$ cat src/rtl/flash_host_pkg.sv
// package of command codes, addresses, opcodes and timing counts for the flash host controller
package flash_host_pkg;

  // ==========================================================================
  // bus geometry
  localparam int ADDR_W = 22;
  localparam int DATA_W = 16;

  // ==========================================================================
  // unlock and command addresses (low address bits only)
  localparam logic [11:0] UNLOCK_ADDR_A = 12'h555;
  localparam logic [11:0] UNLOCK_ADDR_B = 12'h2AA;
  localparam logic [11:0] QUERY_ADDR    = 12'h055;
  localparam logic [11:0] ANY_ADDR      = 12'h000;

  // ==========================================================================
  // identification offsets inside a bank
  localparam logic [11:0] ID_MAKER_OFS  = 12'h000;
  localparam logic [11:0] ID_PART1_OFS  = 12'h001;
  localparam logic [11:0] ID_PROT_OFS   = 12'h002;
  localparam logic [11:0] ID_LOCK_OFS   = 12'h003;
  localparam logic [11:0] ID_PART2_OFS  = 12'h00E;
  localparam logic [11:0] ID_PART3_OFS  = 12'h00F;

  // ==========================================================================
  // command data codes (low byte only)
  localparam logic [7:0] CODE_UNLOCK_A  = 8'hAA;
  localparam logic [7:0] CODE_UNLOCK_B  = 8'h55;
  localparam logic [7:0] CODE_RESET     = 8'hF0;
  localparam logic [7:0] CODE_IDENT     = 8'h90;
  localparam logic [7:0] CODE_OTP_ENTER = 8'h88;
  localparam logic [7:0] CODE_EXIT_ZERO = 8'h00;
  localparam logic [7:0] CODE_PROGRAM   = 8'hA0;
  localparam logic [7:0] CODE_BYPASS    = 8'h20;
  localparam logic [7:0] CODE_ERASE_SET = 8'h80;
  localparam logic [7:0] CODE_CHIP_ERS  = 8'h10;
  localparam logic [7:0] CODE_SECT_ERS  = 8'h30;
  localparam logic [7:0] CODE_SUSPEND   = 8'hB0;
  localparam logic [7:0] CODE_RESUME    = 8'h30;
  localparam logic [7:0] CODE_QUERY     = 8'h98;

  // ==========================================================================
  // status bit positions in read data
  localparam int POLL_BIT   = 7;
  localparam int TOGGLE_BIT = 6;
  localparam int LIMIT_BIT  = 5;
  localparam int WINDOW_BIT = 3;
  localparam int SECTOR_BIT = 2;

  // ==========================================================================
  // bank field position: top three address bits
  localparam int BANK_LSB = 19;
  localparam int BANK_W   = 3;
  localparam int SECT_LSB = 12;

  // ==========================================================================
  // bus timing in clock cycles at 25 MHz
  localparam int CLOCK_MHZ        = 25;
  localparam int STROBE_NS        = 80;
  localparam int STROBE_CYCLES    = (STROBE_NS * CLOCK_MHZ + 999) / 1000;
  localparam int SETUP_NS         = 40;
  localparam int SETUP_CYCLES     = (SETUP_NS * CLOCK_MHZ + 999) / 1000;
  localparam int ERASE_WINDOW_US  = 80;
  localparam int ERASE_WINDOW_CYC = ERASE_WINDOW_US * CLOCK_MHZ;
  localparam int CNT_W            = 8;

  // ==========================================================================
  // user operations
  typedef enum logic [3:0] {
    OP_READ, OP_RESET, OP_IDENT, OP_OTP_ENTER, OP_OTP_EXIT, OP_PROGRAM,
    OP_BYPASS_ENTER, OP_BYPASS_PROGRAM, OP_BYPASS_EXIT, OP_CHIP_ERASE,
    OP_SECTOR_ERASE, OP_SUSPEND, OP_RESUME, OP_QUERY, OP_ID_READ, OP_POLL
  } op_t;

  // one bus cycle of a sequence
  typedef struct packed {
    logic              is_read;
    logic [11:0]       ofs;
    logic              use_bank;
    logic              use_full;
    logic [7:0]        code;
    logic              use_word;
    logic              last;
  } step_t;

endpackage : flash_host_pkg

$ cat src/rtl/flash_cycle_if.sv
// interface carrying one bus cycle request and its answer between sequencer and pin driver
`timescale 1ns/100ps
interface flash_cycle_if;
  import flash_host_pkg::*;
  logic                is_read;
  logic [ADDR_W-1:0]   addr;
  logic [DATA_W-1:0]   wdata;
  logic                start;
  logic                done;
  logic [DATA_W-1:0]   rdata;

  modport seq (output is_read, output addr, output wdata, output start, input done, input rdata);
  modport drv (input is_read, input addr, input wdata, input start, output done, output rdata);
endinterface : flash_cycle_if

$ cat src/rtl/flash_bus_driver.sv
// pin driver: performs one asynchronous read or write cycle on the flash pins
`timescale 1ns/100ps
module flash_bus_driver
  import flash_host_pkg::*;
(
  // clock and reset
  input  wire logic              clock_in,
  input  wire logic              reset_in,
  // cycle request
  flash_cycle_if.drv             cyc,
  // flash pins
  output logic [ADDR_W-1:0]      pin_addr_out,
  output logic [DATA_W-1:0]      pin_data_out,
  output logic                   pin_data_oe_out,
  input  wire logic [DATA_W-1:0] pin_data_in,
  output logic                   chip_sel_n_out,
  output logic                   write_n_out,
  output logic                   read_n_out
);

  typedef enum logic [1:0] {D_IDLE, D_SETUP, D_STROBE, D_HOLD} dstate_t;

  typedef struct packed {
    dstate_t             st;
    logic [CNT_W-1:0]    cnt;
    logic                is_read;
    logic [ADDR_W-1:0]   addr;
    logic [DATA_W-1:0]   wdata;
    logic                oe;
    logic                cs_n;
    logic                we_n;
    logic                re_n;
    logic                done;
    logic [DATA_W-1:0]   rdata;
    logic [DATA_W-1:0]   sync1;
    logic [DATA_W-1:0]   sync2;
  } drv_state_t;

  drv_state_t s_reg;
  drv_state_t s_next;

  // chip select falls with the address, strobe falls later, so the later edge latches a stable address
  always_comb begin
    s_next       = s_reg;
    s_next.done  = 1'b0;
    s_next.sync1 = pin_data_in;
    s_next.sync2 = s_reg.sync1;
    unique case (s_reg.st)
      D_IDLE: begin
        if (cyc.start) begin
          s_next.is_read = cyc.is_read;
          s_next.addr    = cyc.addr;
          s_next.wdata   = cyc.wdata;
          s_next.oe      = !cyc.is_read;
          s_next.cs_n    = 1'b0;
          s_next.cnt     = CNT_W'(SETUP_CYCLES);
          s_next.st      = D_SETUP;
        end
      end
      D_SETUP: begin
        if (s_reg.cnt <= CNT_W'(1)) begin
          s_next.we_n = s_reg.is_read;
          s_next.re_n = !s_reg.is_read;
          s_next.cnt  = CNT_W'(STROBE_CYCLES + 2);
          s_next.st   = D_STROBE;
        end else begin
          s_next.cnt = s_reg.cnt - CNT_W'(1);
        end
      end
      D_STROBE: begin
        if (s_reg.cnt <= CNT_W'(1)) begin
          // write strobe rises first while data still stands, so data latches on it
          s_next.we_n  = 1'b1;
          s_next.re_n  = 1'b1;
          s_next.rdata = s_reg.sync2;
          s_next.st    = D_HOLD;
        end else begin
          s_next.cnt = s_reg.cnt - CNT_W'(1);
        end
      end
      D_HOLD: begin
        s_next.cs_n = 1'b1;
        s_next.oe   = 1'b0;
        s_next.done = 1'b1;
        s_next.st   = D_IDLE;
      end
    endcase
  end

  // state register
  always_ff @(posedge clock_in) begin
    if (reset_in) begin
      s_reg      <= '0;
      s_reg.st   <= D_IDLE;
      s_reg.cs_n <= 1'b1;
      s_reg.we_n <= 1'b1;
      s_reg.re_n <= 1'b1;
    end else begin
      s_reg <= s_next;
    end
  end

  // pins straight from flops
  assign pin_addr_out    = s_reg.addr;
  assign pin_data_out    = s_reg.wdata;
  assign pin_data_oe_out = s_reg.oe;
  assign chip_sel_n_out  = s_reg.cs_n;
  assign write_n_out     = s_reg.we_n;
  assign read_n_out      = s_reg.re_n;
  assign cyc.done        = s_reg.done;
  assign cyc.rdata       = s_reg.rdata;

endmodule : flash_bus_driver

$ cat src/rtl/flash_seq_rom.sv
// sequence table: maps an operation and step index to one bus cycle description
`timescale 1ns/100ps
module flash_seq_rom
  import flash_host_pkg::*;
(
  // lookup
  input  wire op_t          op_in,
  input  wire logic [2:0]   idx_in,
  input  wire logic [11:0]  id_ofs_in,
  output step_t             step_out
);

  // build one step
  function automatic step_t mk(input logic rd, input logic [11:0] ofs, input logic bank, input logic full,
                               input logic [7:0] code, input logic word, input logic last);
    mk = '{is_read: rd, ofs: ofs, use_bank: bank, use_full: full, code: code, use_word: word, last: last};
  endfunction

  // the two unlock writes open most sequences
  function automatic step_t unlock(input logic [2:0] i);
    unlock = (i[0] == 1'b0) ? mk(1'b0, UNLOCK_ADDR_A, 1'b0, 1'b0, CODE_UNLOCK_A, 1'b0, 1'b0)
                            : mk(1'b0, UNLOCK_ADDR_B, 1'b0, 1'b0, CODE_UNLOCK_B, 1'b0, 1'b0);
  endfunction

  always_comb begin
    step_out = mk(1'b1, 12'h000, 1'b0, 1'b1, 8'h00, 1'b0, 1'b1);
    unique case (op_in)
      OP_READ, OP_POLL: step_out = mk(1'b1, 12'h000, 1'b0, 1'b1, 8'h00, 1'b0, 1'b1);
      OP_RESET: step_out = mk(1'b0, ANY_ADDR, 1'b0, 1'b0, CODE_RESET, 1'b0, 1'b1);
      OP_IDENT, OP_ID_READ: begin
        if (op_in == OP_ID_READ)
          step_out = mk(1'b1, id_ofs_in, 1'b1, 1'b0, 8'h00, 1'b0, 1'b1);
        else if (idx_in < 3'd2)
          step_out = unlock(idx_in);
        else
          step_out = mk(1'b0, UNLOCK_ADDR_A, 1'b1, 1'b0, CODE_IDENT, 1'b0, 1'b1);
      end
      OP_OTP_ENTER:
        step_out = (idx_in < 3'd2) ? unlock(idx_in) : mk(1'b0, UNLOCK_ADDR_A, 1'b0, 1'b0, CODE_OTP_ENTER, 1'b0, 1'b1);
      OP_OTP_EXIT: begin
        if (idx_in < 3'd2)      step_out = unlock(idx_in);
        else if (idx_in == 3'd2) step_out = mk(1'b0, UNLOCK_ADDR_A, 1'b0, 1'b0, CODE_IDENT, 1'b0, 1'b0);
        else                     step_out = mk(1'b0, ANY_ADDR, 1'b0, 1'b0, CODE_EXIT_ZERO, 1'b0, 1'b1);
      end
      OP_PROGRAM: begin
        if (idx_in < 3'd2)      step_out = unlock(idx_in);
        else if (idx_in == 3'd2) step_out = mk(1'b0, UNLOCK_ADDR_A, 1'b0, 1'b0, CODE_PROGRAM, 1'b0, 1'b0);
        else                     step_out = mk(1'b0, 12'h000, 1'b0, 1'b1, 8'h00, 1'b1, 1'b1);
      end
      OP_BYPASS_ENTER:
        step_out = (idx_in < 3'd2) ? unlock(idx_in) : mk(1'b0, UNLOCK_ADDR_A, 1'b0, 1'b0, CODE_BYPASS, 1'b0, 1'b1);
      OP_BYPASS_PROGRAM:
        step_out = (idx_in == 3'd0) ? mk(1'b0, ANY_ADDR, 1'b0, 1'b0, CODE_PROGRAM, 1'b0, 1'b0)
                                    : mk(1'b0, 12'h000, 1'b0, 1'b1, 8'h00, 1'b1, 1'b1);
      OP_BYPASS_EXIT:
        step_out = (idx_in == 3'd0) ? mk(1'b0, ANY_ADDR, 1'b0, 1'b0, CODE_IDENT, 1'b0, 1'b0)
                                    : mk(1'b0, ANY_ADDR, 1'b0, 1'b0, CODE_EXIT_ZERO, 1'b0, 1'b1);
      OP_CHIP_ERASE, OP_SECTOR_ERASE: begin
        if (idx_in == 3'd2)
          step_out = mk(1'b0, UNLOCK_ADDR_A, 1'b0, 1'b0, CODE_ERASE_SET, 1'b0, 1'b0);
        else if (idx_in < 3'd5)
          step_out = unlock(idx_in == 3'd3 ? 3'd0 : (idx_in == 3'd4 ? 3'd1 : idx_in));
        else if (op_in == OP_CHIP_ERASE)
          step_out = mk(1'b0, UNLOCK_ADDR_A, 1'b0, 1'b0, CODE_CHIP_ERS, 1'b0, 1'b1);
        else
          step_out = mk(1'b0, 12'h000, 1'b0, 1'b1, CODE_SECT_ERS, 1'b0, 1'b1);
      end
      OP_SUSPEND: step_out = mk(1'b0, ANY_ADDR, 1'b1, 1'b0, CODE_SUSPEND, 1'b0, 1'b1);
      OP_RESUME:  step_out = mk(1'b0, ANY_ADDR, 1'b1, 1'b0, CODE_RESUME, 1'b0, 1'b1);
      OP_QUERY:   step_out = mk(1'b0, QUERY_ADDR, 1'b0, 1'b0, CODE_QUERY, 1'b0, 1'b1);
    endcase
  end

endmodule : flash_seq_rom

$ cat src/rtl/flash_command_decoder.sv
// host controller that issues flash command sequences and decodes status from the device pins
`timescale 1ns/100ps
module flash_command_decoder
  import flash_host_pkg::*;
#(
  parameter int ERASE_WINDOW = ERASE_WINDOW_CYC
)(
  // clock and reset
  input  wire logic              clock_in,
  input  wire logic              reset_in,
  // user command port
  input  wire logic              cmd_valid_in,
  input  wire op_t               cmd_op_in,
  input  wire logic [ADDR_W-1:0] cmd_addr_in,
  input  wire logic [DATA_W-1:0] cmd_data_in,
  input  wire logic [11:0]       cmd_id_ofs_in,
  output logic                   cmd_ready_out,
  output logic                   rsp_valid_out,
  output logic [DATA_W-1:0]      rsp_data_out,
  // decoded status
  output logic                   completion_polarity_bit_out,
  output logic                   activity_toggle_bit_out,
  output logic                   toggling_out,
  output logic                   time_limit_flag_out,
  output logic                   erase_window_flag_out,
  output logic                   sector_toggle_bit_out,
  output logic                   device_busy_out,
  output logic                   window_open_out,
  output logic [7:0]             bank_suspended_out,
  output logic [7:0]             bank_id_mode_out,
  output logic                   bypass_mode_out,
  // flash pins
  output logic [ADDR_W-1:0]      pin_addr_out,
  output logic [DATA_W-1:0]      pin_data_out,
  output logic                   pin_data_oe_out,
  input  wire logic [DATA_W-1:0] pin_data_in,
  output logic                   chip_sel_n_out,
  output logic                   write_n_out,
  output logic                   read_n_out,
  input  wire logic              ready_busy_in
);

  // ==========================================================================
  // cycle channel to the pin driver and the sequence table
  flash_cycle_if cyc ();
  step_t         step;

  typedef enum logic [1:0] {S_IDLE, S_ISSUE, S_WAIT} sstate_t;

  typedef struct packed {
    sstate_t              st;
    op_t                  op;
    logic [2:0]           idx;
    logic [ADDR_W-1:0]    addr;
    logic [DATA_W-1:0]    data;
    logic [11:0]          id_ofs;
    logic                 start;
    logic                 cmd_ready;
    logic                 rsp_valid;
    logic [DATA_W-1:0]    rsp_data;
    logic                 have_prev;
    logic                 prev_toggle;
    logic                 poll;
    logic                 toggle;
    logic                 toggling;
    logic                 limit;
    logic                 window;
    logic                 sect_tog;
    logic                 rb_s1;
    logic                 rb_s2;
    logic                 busy;
    logic [31:0]          win_cnt;
    logic                 win_open;
    logic [7:0]           suspended;
    logic [7:0]           id_mode;
    logic                 bypass;
  } top_state_t;

  top_state_t s_reg;
  top_state_t s_next;

  // bank index of an address
  function automatic logic [BANK_W-1:0] bank_of(input logic [ADDR_W-1:0] a);
    bank_of = a[BANK_LSB +: BANK_W];
  endfunction

  flash_seq_rom u_rom (
    .op_in     (s_reg.op),
    .idx_in    (s_reg.idx),
    .id_ofs_in (s_reg.id_ofs),
    .step_out  (step)
  );

  flash_bus_driver u_drv (
    .clock_in        (clock_in),
    .reset_in        (reset_in),
    .cyc             (cyc.drv),
    .pin_addr_out    (pin_addr_out),
    .pin_data_out    (pin_data_out),
    .pin_data_oe_out (pin_data_oe_out),
    .pin_data_in     (pin_data_in),
    .chip_sel_n_out  (chip_sel_n_out),
    .write_n_out     (write_n_out),
    .read_n_out      (read_n_out)
  );

  // compose address and data of the current step
  always_comb begin
    cyc.is_read = step.is_read;
    cyc.start   = s_reg.start;
    if (step.use_full)
      cyc.addr = s_reg.addr;
    else if (step.use_bank && step.is_read)
      cyc.addr = {s_reg.addr[ADDR_W-1:SECT_LSB], step.ofs};
    else if (step.use_bank)
      cyc.addr = {bank_of(s_reg.addr), {(ADDR_W - BANK_W - 12){1'b0}}, step.ofs};
    else
      cyc.addr = {{(ADDR_W - 12){1'b0}}, step.ofs};
    // upper byte of command writes left zero since the device ignores it
    cyc.wdata = step.use_word ? s_reg.data : {8'h00, step.code};
  end

  // sequencer, status decode and per-bank mode tracking
  always_comb begin
    s_next           = s_reg;
    s_next.start     = 1'b0;
    s_next.rsp_valid = 1'b0;
    s_next.rb_s1     = ready_busy_in;
    s_next.rb_s2     = s_reg.rb_s1;
    s_next.busy      = !s_reg.rb_s2;
    // host-side view of the sector erase acceptance window
    if (s_reg.win_cnt != 32'h0)
      s_next.win_cnt = s_reg.win_cnt - 32'h1;
    unique case (s_reg.st)
      S_IDLE: begin
        if (cmd_valid_in && s_reg.cmd_ready) begin
          s_next.op        = cmd_op_in;
          s_next.addr      = cmd_addr_in;
          s_next.data      = cmd_data_in;
          s_next.id_ofs    = cmd_id_ofs_in;
          s_next.idx       = 3'd0;
          s_next.cmd_ready = 1'b0;
          s_next.st        = S_ISSUE;
        end
      end
      S_ISSUE: begin
        s_next.start = 1'b1;
        s_next.st    = S_WAIT;
      end
      S_WAIT: begin
        if (cyc.done) begin
          if (step.last) begin
            s_next.rsp_valid = 1'b1;
            s_next.rsp_data  = cyc.rdata;
            s_next.cmd_ready = 1'b1;
            s_next.st        = S_IDLE;
            unique case (s_reg.op)
              OP_POLL: begin
                s_next.poll     = cyc.rdata[POLL_BIT];
                s_next.toggle   = cyc.rdata[TOGGLE_BIT];
                s_next.limit    = cyc.rdata[LIMIT_BIT];
                s_next.window   = cyc.rdata[WINDOW_BIT];
                s_next.sect_tog = s_reg.have_prev && (cyc.rdata[SECTOR_BIT] != s_reg.rsp_data[SECTOR_BIT]);
                s_next.toggling = s_reg.have_prev && (cyc.rdata[TOGGLE_BIT] != s_reg.prev_toggle);
                s_next.prev_toggle = cyc.rdata[TOGGLE_BIT];
                s_next.have_prev   = 1'b1;
              end
              OP_RESET: s_next.id_mode[bank_of(s_reg.addr)] = 1'b0;
              OP_IDENT: s_next.id_mode[bank_of(s_reg.addr)] = 1'b1;
              OP_BYPASS_ENTER: s_next.bypass = 1'b1;
              OP_BYPASS_EXIT:  s_next.bypass = 1'b0;
              OP_SECTOR_ERASE: s_next.win_cnt = 32'(ERASE_WINDOW);
              OP_SUSPEND: begin
                s_next.suspended[bank_of(s_reg.addr)] = 1'b1;
                s_next.win_cnt = 32'h0;
              end
              OP_RESUME:  s_next.suspended[bank_of(s_reg.addr)] = 1'b0;
              default: s_next.have_prev = 1'b0;
            endcase
          end else begin
            s_next.idx = s_reg.idx + 3'd1;
            s_next.st  = S_ISSUE;
          end
        end
      end
      default: s_next.st = S_IDLE;
    endcase
    s_next.win_open = (s_next.win_cnt != 32'h0);
  end

  // state register
  always_ff @(posedge clock_in) begin
    if (reset_in) begin
      s_reg           <= '0;
      s_reg.st        <= S_IDLE;
      s_reg.op        <= OP_READ;
      s_reg.cmd_ready <= 1'b1;
      s_reg.rb_s1     <= 1'b1;
      s_reg.rb_s2     <= 1'b1;
    end else begin
      s_reg <= s_next;
    end
  end

  // outputs straight from flops
  assign cmd_ready_out               = s_reg.cmd_ready;
  assign rsp_valid_out               = s_reg.rsp_valid;
  assign rsp_data_out                = s_reg.rsp_data;
  assign completion_polarity_bit_out = s_reg.poll;
  assign activity_toggle_bit_out     = s_reg.toggle;
  assign toggling_out                = s_reg.toggling;
  assign time_limit_flag_out         = s_reg.limit;
  assign erase_window_flag_out       = s_reg.window;
  assign sector_toggle_bit_out       = s_reg.sect_tog;
  assign device_busy_out             = s_reg.busy;
  assign window_open_out             = s_reg.win_open;
  assign bank_suspended_out          = s_reg.suspended;
  assign bank_id_mode_out            = s_reg.id_mode;
  assign bypass_mode_out             = s_reg.bypass;

endmodule : flash_command_decoder

$ cat config.mk
export PLATFORM = sky130hd
export DESIGN_NAME = flash_command_decoder
export DESIGN_NICKNAME = d
export VERILOG_FILES = /design/src/rtl/flash_host_pkg.sv /design/src/rtl/flash_cycle_if.sv /design/src/rtl/flash_bus_driver.sv /design/src/rtl/flash_seq_rom.sv /design/src/rtl/flash_command_decoder.sv
export SDC_FILE = /design/constraint.sdc
export NUM_CORES = 1
export LEC_CHECK = 0
export BUFFER_PORTS_ARGS = -buffer_cell sky130_fd_sc_hd__buf_2
export CAP_MARGIN = 25
export CORE_ASPECT_RATIO = 0.6
export CORE_MARGIN = 5
export CORE_UTILIZATION = 38
export DETAILED_ROUTE_END_ITERATION = 7
export GPL_TIMING_DRIVEN = 0
export PLACE_DENSITY_LB_ADDON = 0.12
export SYNTH_ARGS = -nofsm -noshare
export SYNTH_HDL_FRONTEND = slang
export SYNTH_SLANG_ARGS = --single-unit
$ cat constraint.sdc
create_clock -name clock_in -period 3.5 [get_ports clock_in]
set_input_delay 0.175 -clock clock_in [delete_from_list [all_inputs] [get_ports clock_in]]
set_output_delay 0.175 -clock clock_in [all_outputs]
set_load 0.02 [all_outputs]
### Word-level counts from Yosys, hierarchy flattened

Cells that the tools add are included.

| word-level totals | value |
|---|---|
| flip-flop bits (word level) | 240 |
| input port bits | 74 |

| operators by class | value |
|---|---|
| reductions and logical operators | 42 |
| add/subtract/negate cells | 3 |
| bitwise operators | 8 |
| magnitude comparators | 5 |
| equality and inequality tests | 33 |
| mux-type cells | 57 |

Operators with widths:

| kind | number |
|---|---|
| $pmux 25 s13 | 1 |
| $mux 25 | 8 |
| $mux 32 | 4 |
| $mux 23 | 5 |
| $mux 22 | 3 |
| $pmux 32 s2 | 1 |
| $reduce_bool 32->1 | 2 |
| $mux 59 | 1 |
| $mux 26 | 2 |
| $mux 51 | 1 |
| $eq 4x4->1 const B | 8 |
| $pmux 8 s2 | 2 |
| $sub 32x1->32 const B | 1 |
| $reduce_and 4->1 | 7 |
| $pmux 8 s3 | 1 |
| $and 8x8->8 | 2 |
| $eq 4x3->1 const B | 4 |
| $mux 16 | 1 |
| $mux 8 | 2 |
| $or 8x8->8 | 2 |
| $reduce_and 3->1 | 4 |
| $reduce_bool 2->1 | 6 |
| $mux 11 | 1 |
| $mux 10 | 1 |
| other kinds (38) | 78 |

### Longest topological paths before layout

| depth | value |
|---|---|
| depth in word-level cells | 12 |
| mapped depth | 12 |

### By module

Synthesis repeated with hierarchy kept, for this count alone.

| unflattened totals | value |
|---|---|
| cell total of the unflattened synthesis | 1413 |
| area total of the unflattened synthesis | 11506.0 sq um |

Modules (own cells, without submodules):

| module | area an instance (sq um) | seq. area each (sq um) | instances | cells an instance |
|---|---|---|---|---|
| flash_command_decoder | 6497.5 | 2762.6 | 1 | 796 |
| flash_bus_driver | 4067.7 | 2042.0 | 1 | 466 |
| flash_seq_rom | 940.9 | 0.0 | 1 | 151 |

### Worst setup path after synthesis

No wires, ideal clock.

| timing | value |
|---|---|
| path kind | reg-to-reg |
| from | register s_reg[130] (netlist name) |
| to | register u_drv.s_reg, in the netlist u_drv.pin_addr_out[19] |
| buffers on the path | 3 |
| arrival | 2.544 ns |
| setup slack | 0.828 ns |
| data required time | 3.372 ns |
| library setup time | 0.128 ns |
| cell stages (with the launch flop) | 13 |
| period minus slack after synthesis | 2.672 ns |
| path through | dfxtp_1 clkbuf_1 inv_1 ha_1 nand2b_1 o311ai_1 and3_1 buf_2 or4_1 clkbuf_1 o31a_1 a22oi_1 nor2_1 |

| on the way | value |
|---|---|
| word-level cells in the longest chain between the ends | 7 |
| elaborated cells on any way between the ends | 19 |

RTL lines:

| item | line | source |
|---|---|---|
| start, declared | flash_command_decoder.sv:79 | `top_state_t s_reg;` |
| start signal, assigned | flash_command_decoder.sv:201 | `s_reg <= s_next;` |
| $lt 3x3->1 or $lt 3x2->1 (tied branches) | n/a |  |
| $mux 25, on equally long branches | flash_seq_rom.sv:61, flash_seq_rom.sv:33 |  |
| $mux 25, on equally long branches | flash_seq_rom.sv:59, flash_seq_rom.sv:31 |  |
| $pmux 25 s13 * | flash_seq_rom.sv:27 | `unique case (op_in)` |
| $mux 22 or $logic_and 1x1->1 (tied branches) | flash_command_decoder.sv:115, flash_command_decoder.sv:113 |  |
| $mux 22 | flash_command_decoder.sv:113 | `else if (step.use_bank && step.is_read)` |
| $mux 22 * | flash_command_decoder.sv:111 | `if (step.use_full)` |
| end signal, assigned | flash_bus_driver.sv:99 | `s_reg <= s_next;` |
| end, declared | flash_bus_driver.sv:39 | `drv_state_t s_reg;` |

Every way passes the cells marked *; elsewhere a longest branch is shown, timed or not.
A chain may end at the register's enable or synchronous reset.

### Worst setup path after layout

| timing | value |
|---|---|
| from | register s_reg[130] (netlist name) |
| to | register u_drv.s_reg, in the netlist u_drv.pin_addr_out[20] |

The elaborated chain is that of the path after synthesis.

==> run_results.csv <==
group,metric,value,unit
outcome,outcome,"finished clean",
critical_path,critical_path.top_delay_family,"simple AND/OR/NAND/NOR gates",
sta,timing.hold.ws,0.351,ns
drt,drc,0,
grt,grt_pass1_vias,9302,
sta,timing.fmax,309,MHz
yosys,avgSynthCellArea,8.20,um2
yosys,synth_area_leaders,"dfxtp_1 (45%), nand2_1 (9.0%), a21oi_1 (7.0%), buf_4 (4.9%), nor2_1 (3.4%)",
sta,timing.final.crit_share,92.4,%
sta,finalClockSkew,0.0277,ns
critical_path,cp.depth,12,
yosys,yosysTopAreaCellShare,44.9,%
grt,grt_pass1_wl,53100,um
sta,rsz0062_at_grt,"no",
drt,postRouteAntennaNets,0,
floorplanning,num_io_pins,159,
sta,worst_slew_pin_slew,0.980,ns
cts,clock_latency,0.56,ns
cts,cts_tree,"yes",
power_and_ir_drop,p_leak,5.39,nW
yosys,ys_warn_count,0,
critical_path,startpoint,"s_reg[130]$_SDFFE_PP0P_",
finish,syn_to_final_growth,25.9,%
sta,setup_tns,0,ns
sta,finalCriticalPeriod,3.23,ns
critical_path,r2r_end,"u_drv.pin_addr_out[20]$_SDFFE_PP0P_",
drt,wirelength,34600,um
critical_path,cp.arrival,3.66,ns
floorplanning,die_w,227,um
cts,clockBufferDepth,3,
yosys,netlist_area,10700,um2
grt,grt_max_degree,15,
critical_path,critical_path.slowest_cell,"or4_1",
drt,vias,10100,
critical_path,path_cells,"clkbuf_2 -> inv_1 -> ha_1 -> nand2b_1 -> o311ai_1 -> and3_1 -> buf_2 -> or4_1 -> clkbuf_1 -> o31a_1 -> a22oi_1 -> nor2_1",
critical_path,r2r_slack,0.27,ns
cts,htreeDepth,1,
yosys,ys_types,76,
power_and_ir_drop,power.density,659,nW/um2
yosys,syn_inst,1306,
drt,post_drt_via_cell_ratio,5.19,
drt,wl_per_cell,17.8,um
floorplanning,rows,47,
flow_run,maxCapViolations,0,
critical_path,endpoint,"u_drv.pin_addr_out[20]$_SDFFE_PP0P_",
grt,grt-ovfl-total,0,
finish,final_nets,1648,
critical_path,crit_required,3.93,ns
place,port_buffers,157,
floorplanning,dieArea,31700,um2
floorplanning,start_util,38.7,%
critical_path,path_buf_inv,4,
sta,max_slew_margin,34.7,%
finish,drive_gt1_share,19.8,%
finish,final_cell_mix,"nand2_1 (256), dfxtp_1 (240), buf_2 (166)",
sta,hold_viol,0,
cts,cts_made_buffers,24,
yosys,synth_top_cell_by_area,"dfxtp_1",
grt,antenna_found_initial,1,
cts,clock-sinks,240,
critical_path,timing.critical_path.to_type,"flip-flop",
cts,cts-root-buf,"clkbuf_16",
sta,setup_viol,0,
finish,largest_reg_flops,93,
floorplanning,core_area,27600,um2
yosys,synth_fp_nets,1392,
critical_path,crit_type,"flip-flop to flip-flop",
critical_path,cp_slowest_stage_delay,0.53,ns
sta,drv_slew,0,
yosys,ys_async_sr_fraction,0,%
cts,clk_pin_slew,0.07,ns
critical_path,worstPathMaxFanout,10,
yosys,ys_ff_latch,240,
place,hpwlAfterDp,25700,um
critical_path,reg2regPathDepth,12,
drt,drtPass1Iterations,5,
finish,n_antenna_cell,0,
yosys,ys_seq_area_share,44.9,%
grt,grt_use_total,21.0,%
critical_path,startpoint_type,"flip-flop",
floorplanning,die_h,140,um
drt,drt_iter0_drc,783,
critical_path,r2r-start,"s_reg[130]$_SDFFE_PP0P_",
yosys,synth_edf_count,0,
hold_path,min-delay-path-class,"primary input to flip-flop",
place,gp_congestion,0.928,
power_and_ir_drop,peakVddDrop,0.409,mV
yosys,synth_ff_type,"dfxtp_1",
finish,final_common_cell,"nand2_1",
## worst min-delay path, cell delays in order
cell and delay (ns):
clkbuf_1 0.25, clkbuf_1 0.30, nor2b_1 0.14
## per-layer routing
metal / GRT usage (%) / vias up / routed length, um
met4: 3.99 / 0 / 656
li1: - / 4977 / -
met1: 33.3 / 4724 / 17300
met5: 0 / - / 0
met2: 28.7 / 344 / 13700
met3: 4.85 / 56 / 2890
## layout make-up
class                      count  area (um2)
clock inverter                 8        75.1
timing repair buffer         230        1510
fill                        2765       14200
inverter                      17        63.8
tap                          367         459
clock buffer                  35         692
multi-input combinational    899        5030
buffer                       150         847
sequential                   240        4800
## stage by stage
stage / total power (W) / util, % / cell area, um2 / setup WS (ns) / cells
after floorplan: 0.00553 / - / 10700 / 0.828 / 1306
final: 0.00889 / 48.8 / 13500 / 0.268 / 1946
after detailed placement: 0.00630 / 43.3 / 12000 / 0.0186 / 1831
after global routing: 0.00943 / 48.8 / 13500 / 0.0777 / 1946
after global placement: 0.00629 / 43.2 / 12000 / -0.0888 / 1830
after CTS: 0.00890 / 48.7 / 13400 / 0.0103 / 1946
## cells in the mapped netlist (all sizes together) (3+ instances only)
library cell and instances:
a21o 4, xor2 13, clkbuf 64, nand3 23
o221ai 4, a31oi 11, inv 17, a22oi 12
or2 7, mux2i 3, a21boi 5, nor3 31
nand2b 13, nor4 19, o22ai 4, and3 9
nor2 97, nand3b 4, and4 5, nor2b 42
a2111oi 3, dfxtp 240, a211oi 13, a311oi 20
and2 9, xnor2 14, o31ai 6, nor3b 8
or4 8, buf 86, o21ai 34, a21oi 150
or3 6, nand4 11, ha 12, o21bai 3
nand2 256, a41oi 9
## power by group
| part | switching [W] | internal, W |
|---|---|---|
| Clock | 0.00113 | 0.00139 |
| Combinational | 0.00184 | 0.00119 |
| Sequential | 0.000311 | 0.00303 |
## worst min path at each step
stage / cells after the start / to / startpoint / slack [ns]
2_1_floorplan: 1 / s_next[51]$_SDFF_PP1_ / ready_busy_in / 0.28
3_3_place_gp: 1 / device_busy_out$_SDFF_PP0_ / s_reg[51]$_SDFF_PP1_ / 0.37
3_5_place_dp: 1 / device_busy_out$_SDFF_PP0_ / s_reg[51]$_SDFF_PP1_ / 0.37
4_1_cts: 3 / u_drv.s_next[5]$_SDFF_PP0_ / reset_in / 0.33
5_1_grt: 3 / s_next[51]$_SDFF_PP1_ / ready_busy_in / 0.36
6_report: 3 / u_drv.s_next[6]$_SDFF_PP0_ / reset_in / 0.35
## kinds of logic (layout without fill, tap and decap cells)
group / count (synthesis) / after routing / synth area share [%]
xor gates and xnor gates: 27 / 27 / 2.21
buffers and inverters: 167 / 440 / 8.47
adders and majority gates: 12 / 12 / 1.40
AOI/OAI and AO/OA: 303 / 303 / 18.1
DFF: 240 / 240 / 44.9
muxes: 5 / 5 / 0.491
and+or+nand+nor: 552 / 552 / 24.5
## what timing repair did
item                                   CTS  global route
gates resized for setup                  0            11
setup endpoints to repair                0            74
endpoints found under the hold margin   72             0
setup buffers                            0             0
hold buffers                            72             0
No activity file was read; power rests on OpenSTA's default activity.
